--- src/core/pmdp_pkg.sv ---
package pmdp_pkg;

  // System clock
  localparam int CLK_PERIOD_NS = 40;

  // MII clock periods per speed
  localparam int MII10_PERIOD_NS = 400;
  localparam int MII100_PERIOD_NS = 40;
  localparam int HALF10_RAW = (MII10_PERIOD_NS / 2) / CLK_PERIOD_NS;
  localparam int HALF100_RAW = (MII100_PERIOD_NS / 2) / CLK_PERIOD_NS;
  localparam int HALF10_CYCLES = (HALF10_RAW < 1) ? 1 : HALF10_RAW;
  localparam int HALF100_CYCLES = (HALF100_RAW < 1) ? 1 : HALF100_RAW;
  localparam int DIV_W = 4;

  // Reset extension
  localparam int RST_EXT_NS = 258000;
  localparam int RST_EXT_CYCLES = (RST_EXT_NS + CLK_PERIOD_NS - 1) / CLK_PERIOD_NS;
  localparam int RST_CNT_W = 16;

  // Register byte offsets
  localparam int ADDR_W = 8;
  localparam logic [7:0] ADDR_CTRL = 8'h00;
  localparam logic [7:0] ADDR_LED_CFG = 8'h04;
  localparam logic [7:0] ADDR_STATUS = 8'h08;

  // Control register fields
  localparam int CTRL_SOFT_RST_BIT = 15;
  localparam int CTRL_SPEED_BIT = 13;
  localparam int CTRL_PWRDN_BIT = 11;
  localparam int CTRL_ISO_BIT = 10;
  localparam int CTRL_DUPLEX_BIT = 8;

  // Control reset values
  localparam logic RST_SPEED = 1'b1;
  localparam logic RST_DUPLEX = 1'b0;
  localparam logic RST_PWRDN = 1'b0;
  localparam logic RST_ISO = 1'b0;

  // LED source selects, two bits per pin, pin one in the low field
  localparam int LED_SEL_W = 2;
  localparam int LED_CFG_W = 6;
  localparam logic [1:0] LED_CARRIER = 2'h0;
  localparam logic [1:0] LED_COLL = 2'h1;
  localparam logic [1:0] LED_RX = 2'h2;
  localparam logic [1:0] LED_TX = 2'h3;
  localparam logic [5:0] LED_CFG_DEF = 6'h38;
  localparam logic [5:0] LED_CFG_ALT = 6'h18;

  // Status register fields
  localparam int STAT_STRAP_LSB = 0;
  localparam int STAT_BUSY_BIT = 3;
  localparam int STAT_CRS_BIT = 4;
  localparam int STAT_COL_BIT = 5;

  // AHB-Lite
  localparam int HTRANS_ACTIVE_BIT = 1;
  localparam logic [2:0] HSIZE_WORD = 3'h2;
  localparam logic HRESP_OKAY = 1'b0;

  typedef enum logic [1:0] {
    RST_HOLD = 2'b00,
    RST_COUNT = 2'b01,
    RST_RUN = 2'b11
  } pmdp_rst_state_t;

endpackage

--- src/core/pmdp_rst_ext.sv ---
`timescale 1ns/10ps
`default_nettype none
module pmdp_rst_ext #(
  parameter int EXT_CYCLES = pmdp_pkg::RST_EXT_CYCLES
) (
  // Clock and reset
  input wire logic clk_sys,
  input wire logic reset_n,
  // Soft reset request, one-cycle pulse
  input wire logic soft_req,
  // Internal reset state
  output logic busy,
  output logic done
);

  pmdp_pkg::pmdp_rst_state_t state_q, state_d;
  logic [pmdp_pkg::RST_CNT_W-1:0] cnt_q, cnt_d;
  logic done_q, done_d;
  localparam logic [pmdp_pkg::RST_CNT_W-1:0] LAST =
    pmdp_pkg::RST_CNT_W'(EXT_CYCLES - 1);

  always_comb begin
    state_d = state_q;
    cnt_d = cnt_q;
    done_d = 1'b0;
    case (state_q)
      pmdp_pkg::RST_HOLD: begin
        state_d = pmdp_pkg::RST_COUNT;
        cnt_d = '0;
      end
      pmdp_pkg::RST_COUNT: begin
        // Count restarts on soft_req mid-count; the top ignores writes while busy, so never raises it then
        if (soft_req) begin
          cnt_d = '0;
        end else if (cnt_q == LAST) begin
          state_d = pmdp_pkg::RST_RUN;
          done_d = 1'b1;
        end else begin
          cnt_d = cnt_q + 1'b1;
        end
      end
      pmdp_pkg::RST_RUN: begin
        if (soft_req) begin
          state_d = pmdp_pkg::RST_HOLD;
        end
      end
      default: begin
        state_d = pmdp_pkg::RST_HOLD;
      end
    endcase
  end

  always_ff @(posedge clk_sys or negedge reset_n) begin
    if (!reset_n) begin
      state_q <= pmdp_pkg::RST_HOLD;
      cnt_q <= '0;
      done_q <= 1'b0;
    end else begin
      state_q <= state_d;
      cnt_q <= cnt_d;
      done_q <= done_d;
    end
  end

  assign busy = (state_q != pmdp_pkg::RST_RUN);
  assign done = done_q;

endmodule
`default_nettype wire

--- src/core/pmdp_top.sv ---
// The AHB-Lite slave port and the register offsets were left to the implementer.
`timescale 1ns/10ps
`default_nettype none
module pmdp_top #(
  parameter int RST_EXT = pmdp_pkg::RST_EXT_CYCLES,
  parameter int HALF10 = pmdp_pkg::HALF10_CYCLES,
  parameter int HALF100 = pmdp_pkg::HALF100_CYCLES
) (
  // Clock and reset
  input wire logic clk_sys,
  input wire logic reset_n,
  // AHB-Lite slave
  input wire logic hsel,
  input wire logic [31:0] haddr,
  input wire logic [1:0] htrans,
  input wire logic hwrite,
  input wire logic [2:0] hsize,
  input wire logic [31:0] hwdata,
  input wire logic hready,
  output logic hreadyout,
  output logic hresp,
  output logic [31:0] hrdata,
  // MII transmit
  input wire logic [3:0] txd,
  input wire logic tx_en,
  output logic tx_clk,
  // MII receive
  output logic [3:0] rxd,
  output logic rx_dv,
  output logic rx_er,
  output logic rx_clk,
  output logic col,
  output logic crs,
  output logic mii_out_en,
  // Line side
  input wire logic [3:0] line_rx_nibble,
  input wire logic line_rx_valid,
  input wire logic line_rx_error,
  input wire logic line_carrier,
  input wire logic line_collision,
  output logic [3:0] line_tx_nibble,
  output logic line_tx_en,
  // LED and strap pins
  input wire logic led_strap_pin_one_level,
  output logic led_strap_pin_one_drive,
  output logic led_strap_pin_one_oe,
  input wire logic led_strap_pin_two_level,
  output logic led_strap_pin_two_drive,
  output logic led_strap_pin_two_oe,
  input wire logic led_strap_pin_three_level,
  output logic led_strap_pin_three_drive,
  output logic led_strap_pin_three_oe,
  // Boundary scan
  input wire logic tck,
  input wire logic tdi,
  input wire logic trst_n,
  output logic tdo,
  // Mode status
  output logic hardware_reset_state,
  output logic soft_power_down_mode
);

  function automatic logic led_pick(input logic [1:0] sel, input logic c_crs,
                                    input logic c_col, input logic c_rx,
                                    input logic c_tx);
    logic v;
    v = 1'b0;
    case (sel)
      pmdp_pkg::LED_CARRIER: v = c_crs;
      pmdp_pkg::LED_COLL: v = c_col;
      pmdp_pkg::LED_RX: v = c_rx;
      pmdp_pkg::LED_TX: v = c_tx;
      default: v = 1'b0;
    endcase
    return v;
  endfunction

  ////////////////////////////////////////////////////////////////////////////
  // Pin synchronisers
  localparam int SYNC_W = 11;
  logic [SYNC_W-1:0] s1_q, s2_q;
  logic [3:0] txd_s;
  logic tx_en_s, tck_s, tdi_s, trst_s;
  logic [2:0] led_s;

  always_ff @(posedge clk_sys or negedge reset_n) begin
    if (!reset_n) begin
      s1_q <= '0;
      s2_q <= '0;
    end else begin
      s1_q <= {txd, tx_en, led_strap_pin_three_level, led_strap_pin_two_level,
               led_strap_pin_one_level, tck, tdi, trst_n};
      s2_q <= s1_q;
    end
  end
  assign {txd_s, tx_en_s, led_s, tck_s, tdi_s, trst_s} = s2_q;

  ////////////////////////////////////////////////////////////////////////////
  // Reset extension and mode
  logic soft_req, busy, rst_done, run;
  logic speed_q, speed_d, fd_q, fd_d, pd_q, pd_d, iso_q, iso_d;
  logic [pmdp_pkg::LED_CFG_W-1:0] led_cfg_q, led_cfg_d;
  logic [2:0] strap_q, strap_d;

  pmdp_rst_ext #(
    .EXT_CYCLES(RST_EXT)
  ) u_rst_ext (
    .clk_sys(clk_sys),
    .reset_n(reset_n),
    .soft_req(soft_req),
    .busy(busy),
    .done(rst_done)
  );

  assign run = !busy && !pd_q;

  ////////////////////////////////////////////////////////////////////////////
  // AHB-Lite slave
  logic dp_wr_q, dp_wr_d;
  logic [pmdp_pkg::ADDR_W-1:0] dp_addr_q, dp_addr_d;
  logic [31:0] rdata_q, rdata_d;
  logic addr_ok;
  logic col_q, col_d, crs_q, crs_d;

  function automatic logic [31:0] read_word(
    input logic [7:0] a, input logic sp, input logic f, input logic p,
    input logic i, input logic [5:0] lc, input logic [2:0] st, input logic b,
    input logic c_crs, input logic c_col);
    logic [31:0] w;
    w = '0;
    case (a)
      pmdp_pkg::ADDR_CTRL: begin
        w[pmdp_pkg::CTRL_SOFT_RST_BIT] = b;
        w[pmdp_pkg::CTRL_SPEED_BIT] = sp;
        w[pmdp_pkg::CTRL_PWRDN_BIT] = p;
        w[pmdp_pkg::CTRL_ISO_BIT] = i;
        w[pmdp_pkg::CTRL_DUPLEX_BIT] = f;
      end
      pmdp_pkg::ADDR_LED_CFG: w[pmdp_pkg::LED_CFG_W-1:0] = lc;
      pmdp_pkg::ADDR_STATUS: begin
        w[pmdp_pkg::STAT_STRAP_LSB +: 3] = st;
        w[pmdp_pkg::STAT_BUSY_BIT] = b;
        w[pmdp_pkg::STAT_CRS_BIT] = c_crs;
        w[pmdp_pkg::STAT_COL_BIT] = c_col;
      end
      default: w = '0;
    endcase
    return w;
  endfunction

  assign addr_ok = hsel && htrans[pmdp_pkg::HTRANS_ACTIVE_BIT] && hready;

  always_comb begin
    dp_wr_d = addr_ok && hwrite && (hsize == pmdp_pkg::HSIZE_WORD);
    dp_addr_d = haddr[pmdp_pkg::ADDR_W-1:0];
    soft_req = 1'b0;
    speed_d = speed_q;
    fd_d = fd_q;
    pd_d = pd_q;
    iso_d = iso_q;
    led_cfg_d = led_cfg_q;
    // Straps track the pins until the extension ends, then freeze
    strap_d = busy ? led_s : strap_q;
    if (rst_done) begin
      speed_d = strap_q[0];
      fd_d = strap_q[1];
      pd_d = pmdp_pkg::RST_PWRDN;
      iso_d = pmdp_pkg::RST_ISO;
      led_cfg_d = strap_q[2] ? pmdp_pkg::LED_CFG_ALT : pmdp_pkg::LED_CFG_DEF;
    end else if (dp_wr_q && !busy) begin
      if (dp_addr_q == pmdp_pkg::ADDR_CTRL) begin
        soft_req = hwdata[pmdp_pkg::CTRL_SOFT_RST_BIT];
        speed_d = hwdata[pmdp_pkg::CTRL_SPEED_BIT];
        pd_d = hwdata[pmdp_pkg::CTRL_PWRDN_BIT];
        iso_d = hwdata[pmdp_pkg::CTRL_ISO_BIT];
        fd_d = hwdata[pmdp_pkg::CTRL_DUPLEX_BIT];
      end else if (dp_addr_q == pmdp_pkg::ADDR_LED_CFG) begin
        led_cfg_d = hwdata[pmdp_pkg::LED_CFG_W-1:0];
      end
    end
    // Built from next values so a read right behind a write sees it
    rdata_d = rdata_q;
    if (addr_ok && !hwrite) begin
      rdata_d = read_word(dp_addr_d, speed_d, fd_d, pd_d, iso_d, led_cfg_d,
                          strap_q, busy, crs_q, col_q);
    end
  end

  always_ff @(posedge clk_sys or negedge reset_n) begin
    if (!reset_n) begin
      dp_wr_q <= 1'b0;
      dp_addr_q <= '0;
      rdata_q <= '0;
      speed_q <= pmdp_pkg::RST_SPEED;
      fd_q <= pmdp_pkg::RST_DUPLEX;
      pd_q <= pmdp_pkg::RST_PWRDN;
      iso_q <= pmdp_pkg::RST_ISO;
      led_cfg_q <= pmdp_pkg::LED_CFG_DEF;
      strap_q <= '0;
    end else begin
      dp_wr_q <= dp_wr_d;
      dp_addr_q <= dp_addr_d;
      rdata_q <= rdata_d;
      speed_q <= speed_d;
      fd_q <= fd_d;
      pd_q <= pd_d;
      iso_q <= iso_d;
      led_cfg_q <= led_cfg_d;
      strap_q <= strap_d;
    end
  end

  assign hreadyout = 1'b1;
  assign hresp = pmdp_pkg::HRESP_OKAY;
  assign hrdata = rdata_q;

  ////////////////////////////////////////////////////////////////////////////
  // MII clock divider; 100M cannot exceed half the system clock
  logic [pmdp_pkg::DIV_W-1:0] div_q, div_d, half_m1;
  logic mclk_q, mclk_d, mii_rise;

  assign half_m1 = speed_q ? pmdp_pkg::DIV_W'(HALF100 - 1)
                           : pmdp_pkg::DIV_W'(HALF10 - 1);

  always_comb begin
    div_d = div_q + 1'b1;
    mclk_d = mclk_q;
    if (busy) begin
      div_d = '0;
      mclk_d = 1'b1;
    end else if (div_q >= half_m1) begin
      div_d = '0;
      mclk_d = !mclk_q;
    end
  end
  assign mii_rise = !busy && (div_q >= half_m1) && !mclk_q;

  always_ff @(posedge clk_sys or negedge reset_n) begin
    if (!reset_n) begin
      div_q <= '0;
      mclk_q <= 1'b1;
    end else begin
      div_q <= div_d;
      mclk_q <= mclk_d;
    end
  end

  ////////////////////////////////////////////////////////////////////////////
  // Data paths, carrier and collision
  logic [3:0] rxd_q, rxd_d, ltx_q, ltx_d;
  logic dv_q, dv_d, er_q, er_d, ltxen_q, ltxen_d, oe_q, oe_d;

  always_comb begin
    rxd_d = rxd_q;
    dv_d = dv_q;
    er_d = er_q;
    ltx_d = ltx_q;
    ltxen_d = ltxen_q;
    if (!run) begin
      rxd_d = '0;
      dv_d = 1'b0;
      er_d = 1'b0;
      ltx_d = '0;
      ltxen_d = 1'b0;
    end else if (mii_rise) begin
      rxd_d = line_rx_valid ? line_rx_nibble : '0;
      dv_d = line_rx_valid;
      er_d = line_rx_error;
      ltx_d = txd_s;
      ltxen_d = tx_en_s;
    end
    // Own transmission counts as carrier only in half duplex
    crs_d = crs_q;
    if (!run) begin
      crs_d = 1'b0;
    end else if (line_carrier || (!fd_q && ltxen_q)) begin
      crs_d = 1'b1;
    end else if (mii_rise) begin
      crs_d = 1'b0;
    end
    col_d = run && !fd_q && line_collision;
    oe_d = !iso_q;
  end

  always_ff @(posedge clk_sys or negedge reset_n) begin
    if (!reset_n) begin
      rxd_q <= '0;
      dv_q <= 1'b0;
      er_q <= 1'b0;
      ltx_q <= '0;
      ltxen_q <= 1'b0;
      crs_q <= 1'b0;
      col_q <= 1'b0;
      oe_q <= 1'b1;
    end else begin
      rxd_q <= rxd_d;
      dv_q <= dv_d;
      er_q <= er_d;
      ltx_q <= ltx_d;
      ltxen_q <= ltxen_d;
      crs_q <= crs_d;
      col_q <= col_d;
      oe_q <= oe_d;
    end
  end

  assign tx_clk = mclk_q;
  assign rx_clk = mclk_q;
  assign rxd = rxd_q;
  assign rx_dv = dv_q;
  assign rx_er = er_q;
  assign crs = crs_q;
  assign col = col_q;
  assign mii_out_en = oe_q;
  assign line_tx_nibble = ltx_q;
  assign line_tx_en = ltxen_q;
  assign hardware_reset_state = busy;
  assign soft_power_down_mode = pd_q;

  ////////////////////////////////////////////////////////////////////////////
  // LED drivers; pins float while straps are being read
  logic [2:0] led_q, led_d;

  always_comb begin
    for (int k = 0; k < 3; k++) begin
      led_d[k] = busy ? 1'b0 :
        led_pick(led_cfg_q[k*pmdp_pkg::LED_SEL_W +: pmdp_pkg::LED_SEL_W],
                 crs_q, col_q, dv_q, ltxen_q);
    end
  end

  always_ff @(posedge clk_sys or negedge reset_n) begin
    if (!reset_n) begin
      led_q <= '0;
    end else begin
      led_q <= led_d;
    end
  end

  assign {led_strap_pin_three_drive, led_strap_pin_two_drive,
          led_strap_pin_one_drive} = led_q;
  assign led_strap_pin_one_oe = !busy;
  assign led_strap_pin_two_oe = !busy;
  assign led_strap_pin_three_oe = !busy;

  ////////////////////////////////////////////////////////////////////////////
  // Boundary scan bypass stage
  logic tck_prev_q, byp_q, byp_d, tdo_q, tdo_d, tck_rise, tck_fall;

  assign tck_rise = tck_s && !tck_prev_q;
  assign tck_fall = !tck_s && tck_prev_q;

  always_comb begin
    byp_d = byp_q;
    tdo_d = tdo_q;
    if (!trst_s) begin
      byp_d = 1'b0;
      tdo_d = 1'b0;
    end else begin
      if (tck_rise) begin
        byp_d = tdi_s;
      end
      if (tck_fall) begin
        tdo_d = byp_q;
      end
    end
  end

  always_ff @(posedge clk_sys or negedge reset_n) begin
    if (!reset_n) begin
      tck_prev_q <= 1'b0;
      byp_q <= 1'b0;
      tdo_q <= 1'b0;
    end else begin
      tck_prev_q <= tck_s;
      byp_q <= byp_d;
      tdo_q <= tdo_d;
    end
  end
  assign tdo = tdo_q;

  ////////////////////////////////////////////////////////////////////////////
  // Checks
  col_fdx_a: assert property (@(posedge clk_sys) disable iff (!reset_n)
    fd_q && $past(fd_q) |-> !col_q) else $error("collision in full duplex");

  col_hold_a: assert property (@(posedge clk_sys) disable iff (!reset_n)
    (line_collision && run && !fd_q)[*3] |-> col_q)
    else $error("collision not held");

  crs_fall_a: assert property (@(posedge clk_sys) disable iff (!reset_n)
    $fell(crs_q) && $past(run) |-> $past(mii_rise))
    else $error("carrier sense fell off clock edge");

  rxdv_edge_a: assert property (@(posedge clk_sys) disable iff (!reset_n)
    $changed(dv_q) && run && $past(run) |-> $past(mii_rise))
    else $error("receive valid moved off clock edge");

  clk10_half_a: assert property (@(posedge clk_sys) disable iff (!reset_n)
    $rose(mclk_q) && !speed_q && !busy |->
      mclk_q[*5] ##1 (!mclk_q || busy || speed_q))
    else $error("10M clock half period wrong");

  hwrst_pins_a: assert property (@(posedge clk_sys) disable iff (!reset_n)
    busy && $past(busy) |-> tx_clk && rx_clk && rxd == '0 && !rx_dv && !rx_er
      && !col && !crs) else $error("pins wrong in hardware reset");

  pwrdn_pins_a: assert property (@(posedge clk_sys) disable iff (!reset_n)
    pd_q && $past(pd_q) && !busy |-> rxd == '0 && !rx_dv && !rx_er && !col
      && !crs) else $error("pins wrong in power-down");

  iso_float_a: assert property (@(posedge clk_sys) disable iff (!reset_n)
    iso_q && $past(iso_q) |-> !mii_out_en) else $error("drive in isolate");

  soft_rst_a: assert property (@(posedge clk_sys) disable iff (!reset_n)
    dp_wr_q && !busy && !rst_done && dp_addr_q == pmdp_pkg::ADDR_CTRL &&
      hwdata[pmdp_pkg::CTRL_SOFT_RST_BIT] |-> ##[1:3] busy)
    else $error("soft reset not started");

  tdi_rise_a: assert property (@(posedge clk_sys) disable iff (!reset_n)
    $changed(byp_q) && trst_s && $past(trst_s) |-> $past(tck_rise))
    else $error("test data sampled off rising edge");

  tdo_fall_a: assert property (@(posedge clk_sys) disable iff (!reset_n)
    $changed(tdo_q) && trst_s && $past(trst_s) |-> $past(tck_fall))
    else $error("test data out moved off falling edge");

endmodule
`default_nettype wire

--- config.mk ---
export PLATFORM = sky130hd
export DESIGN_NAME = pmdp_top
export DESIGN_NICKNAME = d
export VERILOG_FILES = /design/src/core/pmdp_pkg.sv /design/src/core/pmdp_rst_ext.sv /design/src/core/pmdp_top.sv
export SDC_FILE = /design/constraint.sdc
export NUM_CORES = 1
export LEC_CHECK = 0
export BUFFER_PORTS_ARGS = -buffer_cell sky130_fd_sc_hd__clkbuf_2
export CAP_MARGIN = 20
export CORE_UTILIZATION = 45
export DETAILED_ROUTE_END_ITERATION = 7
export PLACE_DENSITY = 0.82
export SLEW_MARGIN = 0
export SYNTH_ARGS = -nofsm -noshare
export SYNTH_HDL_FRONTEND = slang
export SYNTH_SLANG_ARGS = --single-unit
--- constraint.sdc ---
create_clock -name clk_sys -period 2.51 [get_ports clk_sys]
set_input_delay 0.1255 -clock clk_sys [delete_from_list [all_inputs] [get_ports clk_sys]]
set_output_delay 0.1255 -clock clk_sys [all_outputs]
set_load 0.05 [all_outputs]
==> flow_summary.yaml, run 1 <==
placement:
  placed_cells: 568
  place_congestion: 0.844
  dp_hpwl_um: 6450
  port_buffers: 82
power_and_ir_drop:
  power_leakage_nw: 2.50
  powerDensity_nw_per_um2: 671
  p_switching_mw: 1.12
  seqPwrFrac_pct: 50.8
  power_frac_comb_pct: 18.5
  peakVddDrop_mv: 0.284
  power.share.switching_pct: 32.0
  p_int_mw: 2.38
  p_clk_share_pct: 30.7
sta:
  rsz0062_at_grt: "no"
  timing.fmax_mhz: 509
  hold_ws_ns: 0.0213
  slew_headroom_pct: 53.6
  timing.setup.tns_ns: 0
  finalMaxSlewViolations: 0
  tightest_slew_ns: 0.696
  skew_ns: 0.0116
  fin_crit_sh_pct: 78.3
  setup_viol: 0
  min_period_ns: 1.97
  timing_hold_violations_final: 0
critical_path:
  cp_slowest_cell: "dfrtp_1"
  crit_type: "reg2reg"
  cpPeakStageDelay_ns: 0.54
  path_max_fanout: 14
  r2r-end: "rxd[3]"
  path_cells: "and2_2, nand4b_2, nor4b_1, buf_4, a32o_1"
  crit_arrival_ns: 2.23
  worstPathRequired_ns: 2.77
  regToRegSetupSlack_ns: 0.54
  critPathLaunchType: "flop"
  r2r_start: "u_rst_ext.state_q[1]"
  reg2reg_depth: 5
  critPathCaptureType: "flop"
detailed_routing:
  avgRoutedWirePerCell_um: 14.8
  via_per_inst: 5.22
  drtAntennaViolNets: 0
  wl_um: 9000
  drc: 0
  num_vias: 3171
  first_iter_violations: 240
  dr.pass1.iters: 7
logic_synthesis:
  async_flop_share_pct: 100
  synth_edf_count: 0
  netlist_instances: 370
  avgSynthCellArea_sq_um: 11.7
  yosysUniqueCellTypes: 63
  synth.top_cells.by_area: "dfrtp_1 (54%), buf_4 (4.5%), dfstp_2 (3.6%), nand2_1 (2.4%), mux2i_1 (2.1%)"
  yosysTopAreaCell: "dfrtp_1"
  seq_area_frac_synth_pct: 57.2
  synth_ff_type: "dfrtp_1"
  ys_seq_elements: 99
  synth_area_sq_um: 4340
  yosys_warnings: 0
  netlist.area_leader.share_pct: 53.6
global_routing:
  antenna_found_initial: 0
  globalRoute.totalOverflow: 0
  grt_max_degree: 57
  grt_use_total_pct: 19.1
  grt_pass1_wl_um: 14800
  grt_pass1_vias: 3147
hold_path:
  min_to: "rxd[2]"
  whs_path_depth: 2
  hp-class: "in2reg"
  worstHoldStart: "line_rx_nibble[2]"
clocking:
  clk_pin_slew_ns: 0.11
  htree_num_levels: 3
  cts_buffers: 9
  hold_buffers: 23
  clock-sinks: 99
  worstSkewPairLatency_ns: 0.36
  cts_tree: "yes"
  ctsResizeCount: 0
  cts_max_path_buffers: 2
  postCtsSetupBuffers: 0
  cts-root-buf: "clkbuf_8"
cells_and_area:
  area_delta_synth_final_pct: 20.1
  final_nets: 571
  num_antenna_cells: 0
  drive_gt1_share_pct: 27.6
  finalNonFillerCells: 607
floorplanning:
  die-area_sq_um: 10000
  pin_count: 152
  initial_core_util_pct: 46.8
  chipHeight_um: 100
  rows: 35
  design.core.area_sq_um: 9280
  die_x_um: 100
outcome:
  status: "completed"
run:
  cap_violations: 0
[power by group through the flow]
stage,combinational [mW],sequential [mW],clock [mW]
2_1_floorplan,0.287,1.98,0
3_3_place_gp,0.606,1.80,0
3_5_place_dp,0.622,1.81,0
4_1_cts,0.650,1.78,1.10
5_1_grt,0.695,1.79,1.16
6_report,0.647,1.78,1.08
[cell usage after synthesis, types with 2 or more instances]
| cell type | count |
|---|---|
| mux2i_1 | 9 |
| buf_4 | 26 |
| buf_2 | 5 |
| conb_1 | 2 |
| and2_1 | 3 |
| ha_1 | 5 |
| nor4_2 | 3 |
| a21oi_1 | 7 |
| inv_1 | 20 |
| dfrtp_1 | 93 |
| nor2_1 | 19 |
| o22ai_1 | 3 |
| o21ai_1 | 7 |
| nand2b_1 | 8 |
| nand3_1 | 7 |
| mux2_2 | 2 |
| a22o_1 | 8 |
| nand2_1 | 28 |
| nor3_1 | 3 |
| and4_1 | 5 |
| a31oi_1 | 8 |
| dfstp_2 | 6 |
| xnor2_1 | 2 |
| a41o_2 | 2 |
| nand3b_1 | 5 |
| a22oi_1 | 3 |
| clkbuf_1 | 5 |
| nor4b_1 | 4 |
| nor2b_1 | 3 |
| nor4_1 | 6 |
| a31o_1 | 3 |
| a32o_1 | 4 |
| and3b_1 | 2 |
| mux4_2 | 3 |
| a21o_2 | 2 |
| o31ai_1 | 5 |
| o21ai_0 | 13 |
| and4b_1 | 2 |
| nand4_1 | 5 |
[cell type report]
class                      count  area (sq um)
clock inverter                 7          88.8
clock buffer                   9           124
sequential                    99          2480
inverter                      20          75.1
multi-input combinational    234          1600
tap                          129           161
fill                         770          4070
timing repair buffer         109           686
[placed cells by master (no fill, tap or decap), types with 4 or more instances in the layout]
master         synthesis  routed
inv_1                 20      20
clkbuf_8               1       9
a22o_1                 8       8
nand2_1               28      28
nor2_1                19      19
o21ai_0               13      13
a21oi_1                7       7
nor4_1                 6       6
clkbuf_2               0      81
dlygate4sd3_1          0      23
nor4b_1                4       4
o21ai_1                7       7
a31oi_1                8       8
nand2b_1               8       8
mux2i_1                9       9
conb_1                 2      23
ha_1                   5       5
dfrtp_1               93      93
nand3b_1               5       5
and4_1                 5       5
buf_4                 26       4
dfstp_2                6       6
o31ai_1                5       5
a32o_1                 4       4
nand4_1                5       5
nand3_1                7       7
[cells by family (layout without fill, tap and decap cells)]
group           after synthesis  after routing  share of synthesized area [%]
mux                          14             14                           4.15
flops                        99             99                           57.2
compound gates               73             73                           11.9
buf+inv                      58            145                           7.81
fa+ha+maj                     5              5                           1.44
xor+xnor                      2              2                          0.403
other cells                   2             23                          0.173
simple gates                117            117                           16.9
[critical path: cells and delay by family (launching register included)]
kind            cells  cell delay, ns
flops               1            0.54
buf+inv             1            0.18
compound gates      1            0.27
simple gates        3            0.87
[how the worst max path moves through the flow]
stage	cells past startpoint	slack, ns	endpoint	startpoint
finish	5	0.54	rxd[3]	u_rst_ext.state_q[1]
floorplan	7	0.71	rxd[0]	speed_q
CTS	5	0.56	rxd[3]	u_rst_ext.state_q[1]
global placement	5	0.59	rxd[2]	u_rst_ext.state_q[1]
detailed placement	5	0.55	rxd[3]	u_rst_ext.state_q[1]
global route	5	0.41	rxd[2]	u_rst_ext.state_q[1]
[through the flow]
stage,utilization (%),power (mW),worst slack (ns),area (sq um)
floorplan,-,2.27,0.711,4420
global placement,51.4,2.41,0.589,4770
detailed placement,51.4,2.43,0.553,4770
CTS,56.2,3.53,0.564,5220
global route,56.2,3.65,0.407,5220
finish,56.2,3.50,0.544,5220
[registers in the layout, summed over array words and instances (netlist names), 6 cells and up]
name,count
led_cfg_q,6
u_rst_ext.cnt_q,16
dp_addr_q,8
s2_q,11
hrdata,11
s1_q,11
[layer usage]
metal | global-route usage [%] | up-vias | share of wire [%]
met5 | 0 | - | 0
li1 | - | 1485 | -
met3 | 2.92 | 13 | 4.0
met2 | 32.7 | 103 | 50
met1 | 24.4 | 1570 | 44
met4 | 7.25 | 0 | 1.6
Note: power is estimated with default switching activity, not from simulation.
==> run 2, diff against run 1 <==
==> constraint.sdc (replaced) <==
create_clock -name clk_sys -period 1.9 [get_ports clk_sys]
set_input_delay 0.095 -clock clk_sys [delete_from_list [all_inputs] [get_ports clk_sys]]
set_output_delay 0.095 -clock clk_sys [all_outputs]
set_load 0.05 [all_outputs]
==> flow_summary.yaml, run 2 (synthesis results as in run 1) <==
cells_and_area:
  regMostFlops: "u_rst_ext.cnt_q"
  largest_register_ffs: 16
  regArea_sq_um: 2480
  drive_gt1_share_pct: 29.3
  finalNonFillerCells: 620
  num_antenna_cells: 0
  most-common-layout-cells: "dfrtp_1 (93), clkbuf_2 (81), nand2_1 (28), dlygate4sd3_1 (25), conb_1 (23)"
  area_delta_synth_final_pct: 22.2
  multi_input_area_sq_um: 1600
  final_nets: 584
  final_common_cell: "dfrtp_1"
  fillers: 759
floorplanning:
  initial_core_util_pct: 46.8
  die_x_um: 100
  die-area_sq_um: 10000
  rows: 35
  pin_count: 152
  design.core.area_sq_um: 9280
  chipHeight_um: 100
placement:
  placed_cells: 579
  place_congestion: 0.914
  port_buffers: 82
  post-place-ws_ns: -0.0177
  dp_hpwl_um: 6730
power_and_ir_drop:
  peakVddDrop_mv: 0.404
  powerDensity_nw_per_um2: 849
  p_clk_share_pct: 28.1
  power_leakage_nw: 2.56
  p_int_mw: 3.02
  power_frac_comb_pct: 19.7
  seqPwrFrac_pct: 52.2
  finalPower_mw: 4.51
  power.share.switching_pct: 32.9
  p_switching_mw: 1.48
clocking:
  clock-sinks: 99
  cts_max_path_buffers: 2
  htree_num_levels: 3
  cts_buffers: 9
  worstSkewPairLatency_ns: 0.36
  cts-root-buf: "clkbuf_8"
  cts_tree: "yes"
  clk_pin_slew_ns: 0.10
detailed_routing:
  via_per_inst: 5.32
  avgRoutedWirePerCell_um: 15.0
  drc: 0
  dr.pass1.iters: 5
  first_iter_violations: 174
  wl_um: 9330
  num_vias: 3299
  drtAntennaViolNets: 0
sta:
  fin_crit_sh_pct: 95.4
  timing.fmax_mhz: 552
  slew_headroom_pct: 60.7
  rsz0062_at_grt: "no"
  tightest_slew_ns: 0.589
  timing.setup.tns_ns: 0
  skew_ns: 0.0130
  finalMaxSlewViolations: 0
  setup_ws_ns: 0.0873
  setup_viol: 0
  min_period_ns: 1.81
  timing_hold_violations_final: 0
critical_path:
  regToRegSetupSlack_ns: 0.11
  crit_start: "haddr[5]"
  crit_arrival_ns: 2.11
  r2r-end: "rxd[2]"
  reg2reg_depth: 8
  crit_type: "in2reg"
  cp_slowest_cell: "or4_4"
  cpPeakStageDelay_ns: 0.57
  critPathLaunchType: "input port"
  path_max_fanout: 4
  critPathCaptureType: "flop"
  r2r_start: "speed_q"
  path_cells: "dlygate4sd3_1, clkbuf_2, or4_4, nor4_2, a22o_1, a31o_1"
  worstPathRequired_ns: 2.20
  setup.worst_path.end: "hrdata[5]"
global_routing:
  grt_pass1_wl_um: 14600
  grt_pass1_vias: 3069
  grt_use_total_pct: 18.6
  grt_max_degree: 46
  globalRoute.totalOverflow: 0
  antenna_found_initial: 0
run:
  cap_violations: 0
hold_path:
  hp-class: "in2reg"
outcome:
  status: "completed"
## run 2: changes by cell type in the layout (fill, tap and decap cells not counted), moves of 2 or more
cell	delta
dlygate4sd3_1	+2
clkinv_2	+2
buf_4	+10
inv_6	+2
inv_8	-2
## run 2: routing by layer
metal,wire [um],up-vias,GRT usage (%)
met2,4760,125,32.6
met4,182,0,5.69
li1,-,1515,-
met3,409,18,3.34
met1,3980,1641,23.6
met5,0,-,0
## run 2: metrics by stage
stage | util (%) | hold WS, ns | instance area [sq um]
floorplan | - | -0.201 | 4420
global placement | 52.5 | 0.0382 | 4870
detailed placement | 52.5 | 0.0442 | 4870
CTS | 57.2 | 0.0106 | 5310
global route | 57.2 | 0.0140 | 5310
finish | 57.2 | 0.0224 | 5310
## run 2: worst min path at each step
stage | start | to | depth (start not counted)
after floorplan | reset_n | byp_q | 0
after global placement | reset_n | u_rst_ext.cnt_q[13] | 1
after detailed placement | reset_n | u_rst_ext.cnt_q[14] | 1
after CTS | line_rx_nibble[2] | rxd[2] | 2
after global routing | hwdata[2] | led_cfg_q[2] | 3
final | line_rx_nibble[2] | rxd[2] | 2
## run 2: what timing repair did
action                                  CTS  global route
endpoints found under the setup margin    4             0
setup buffers                             0             0
endpoints found under the hold margin    51             0
hold buffers                             25             0
gates resized for setup                   1             0
## run 2: worst max-delay path: cells and delay by family
family	cells	cell delay, ns
AOI/OAI and AO/OA	2	0.31
buffers and inverters	2	0.66
and+or+nand+nor	2	1.04
## run 2: final cells by class
class | count | area share [%]
flip-flops and latches | 99 | 46.8
multi-input cells | 234 | 30.2
repair buffers | 122 | 15.1
well taps | 129 | 3.04
clock buffers | 9 | 2.33
inverters | 20 | 1.41
clock inverters | 7 | 1.06
## run 2: power groups by stage
stage / Sequential [mW] / Clock [mW] / Combinational [mW]
floorplan: 2.62 / 0 / 0.379
global placement: 2.38 / 0 / 0.824
detailed placement: 2.39 / 0 / 0.846
CTS: 2.35 / 1.29 / 0.890
global route: 2.37 / 1.38 / 0.940
finish: 2.35 / 1.27 / 0.888
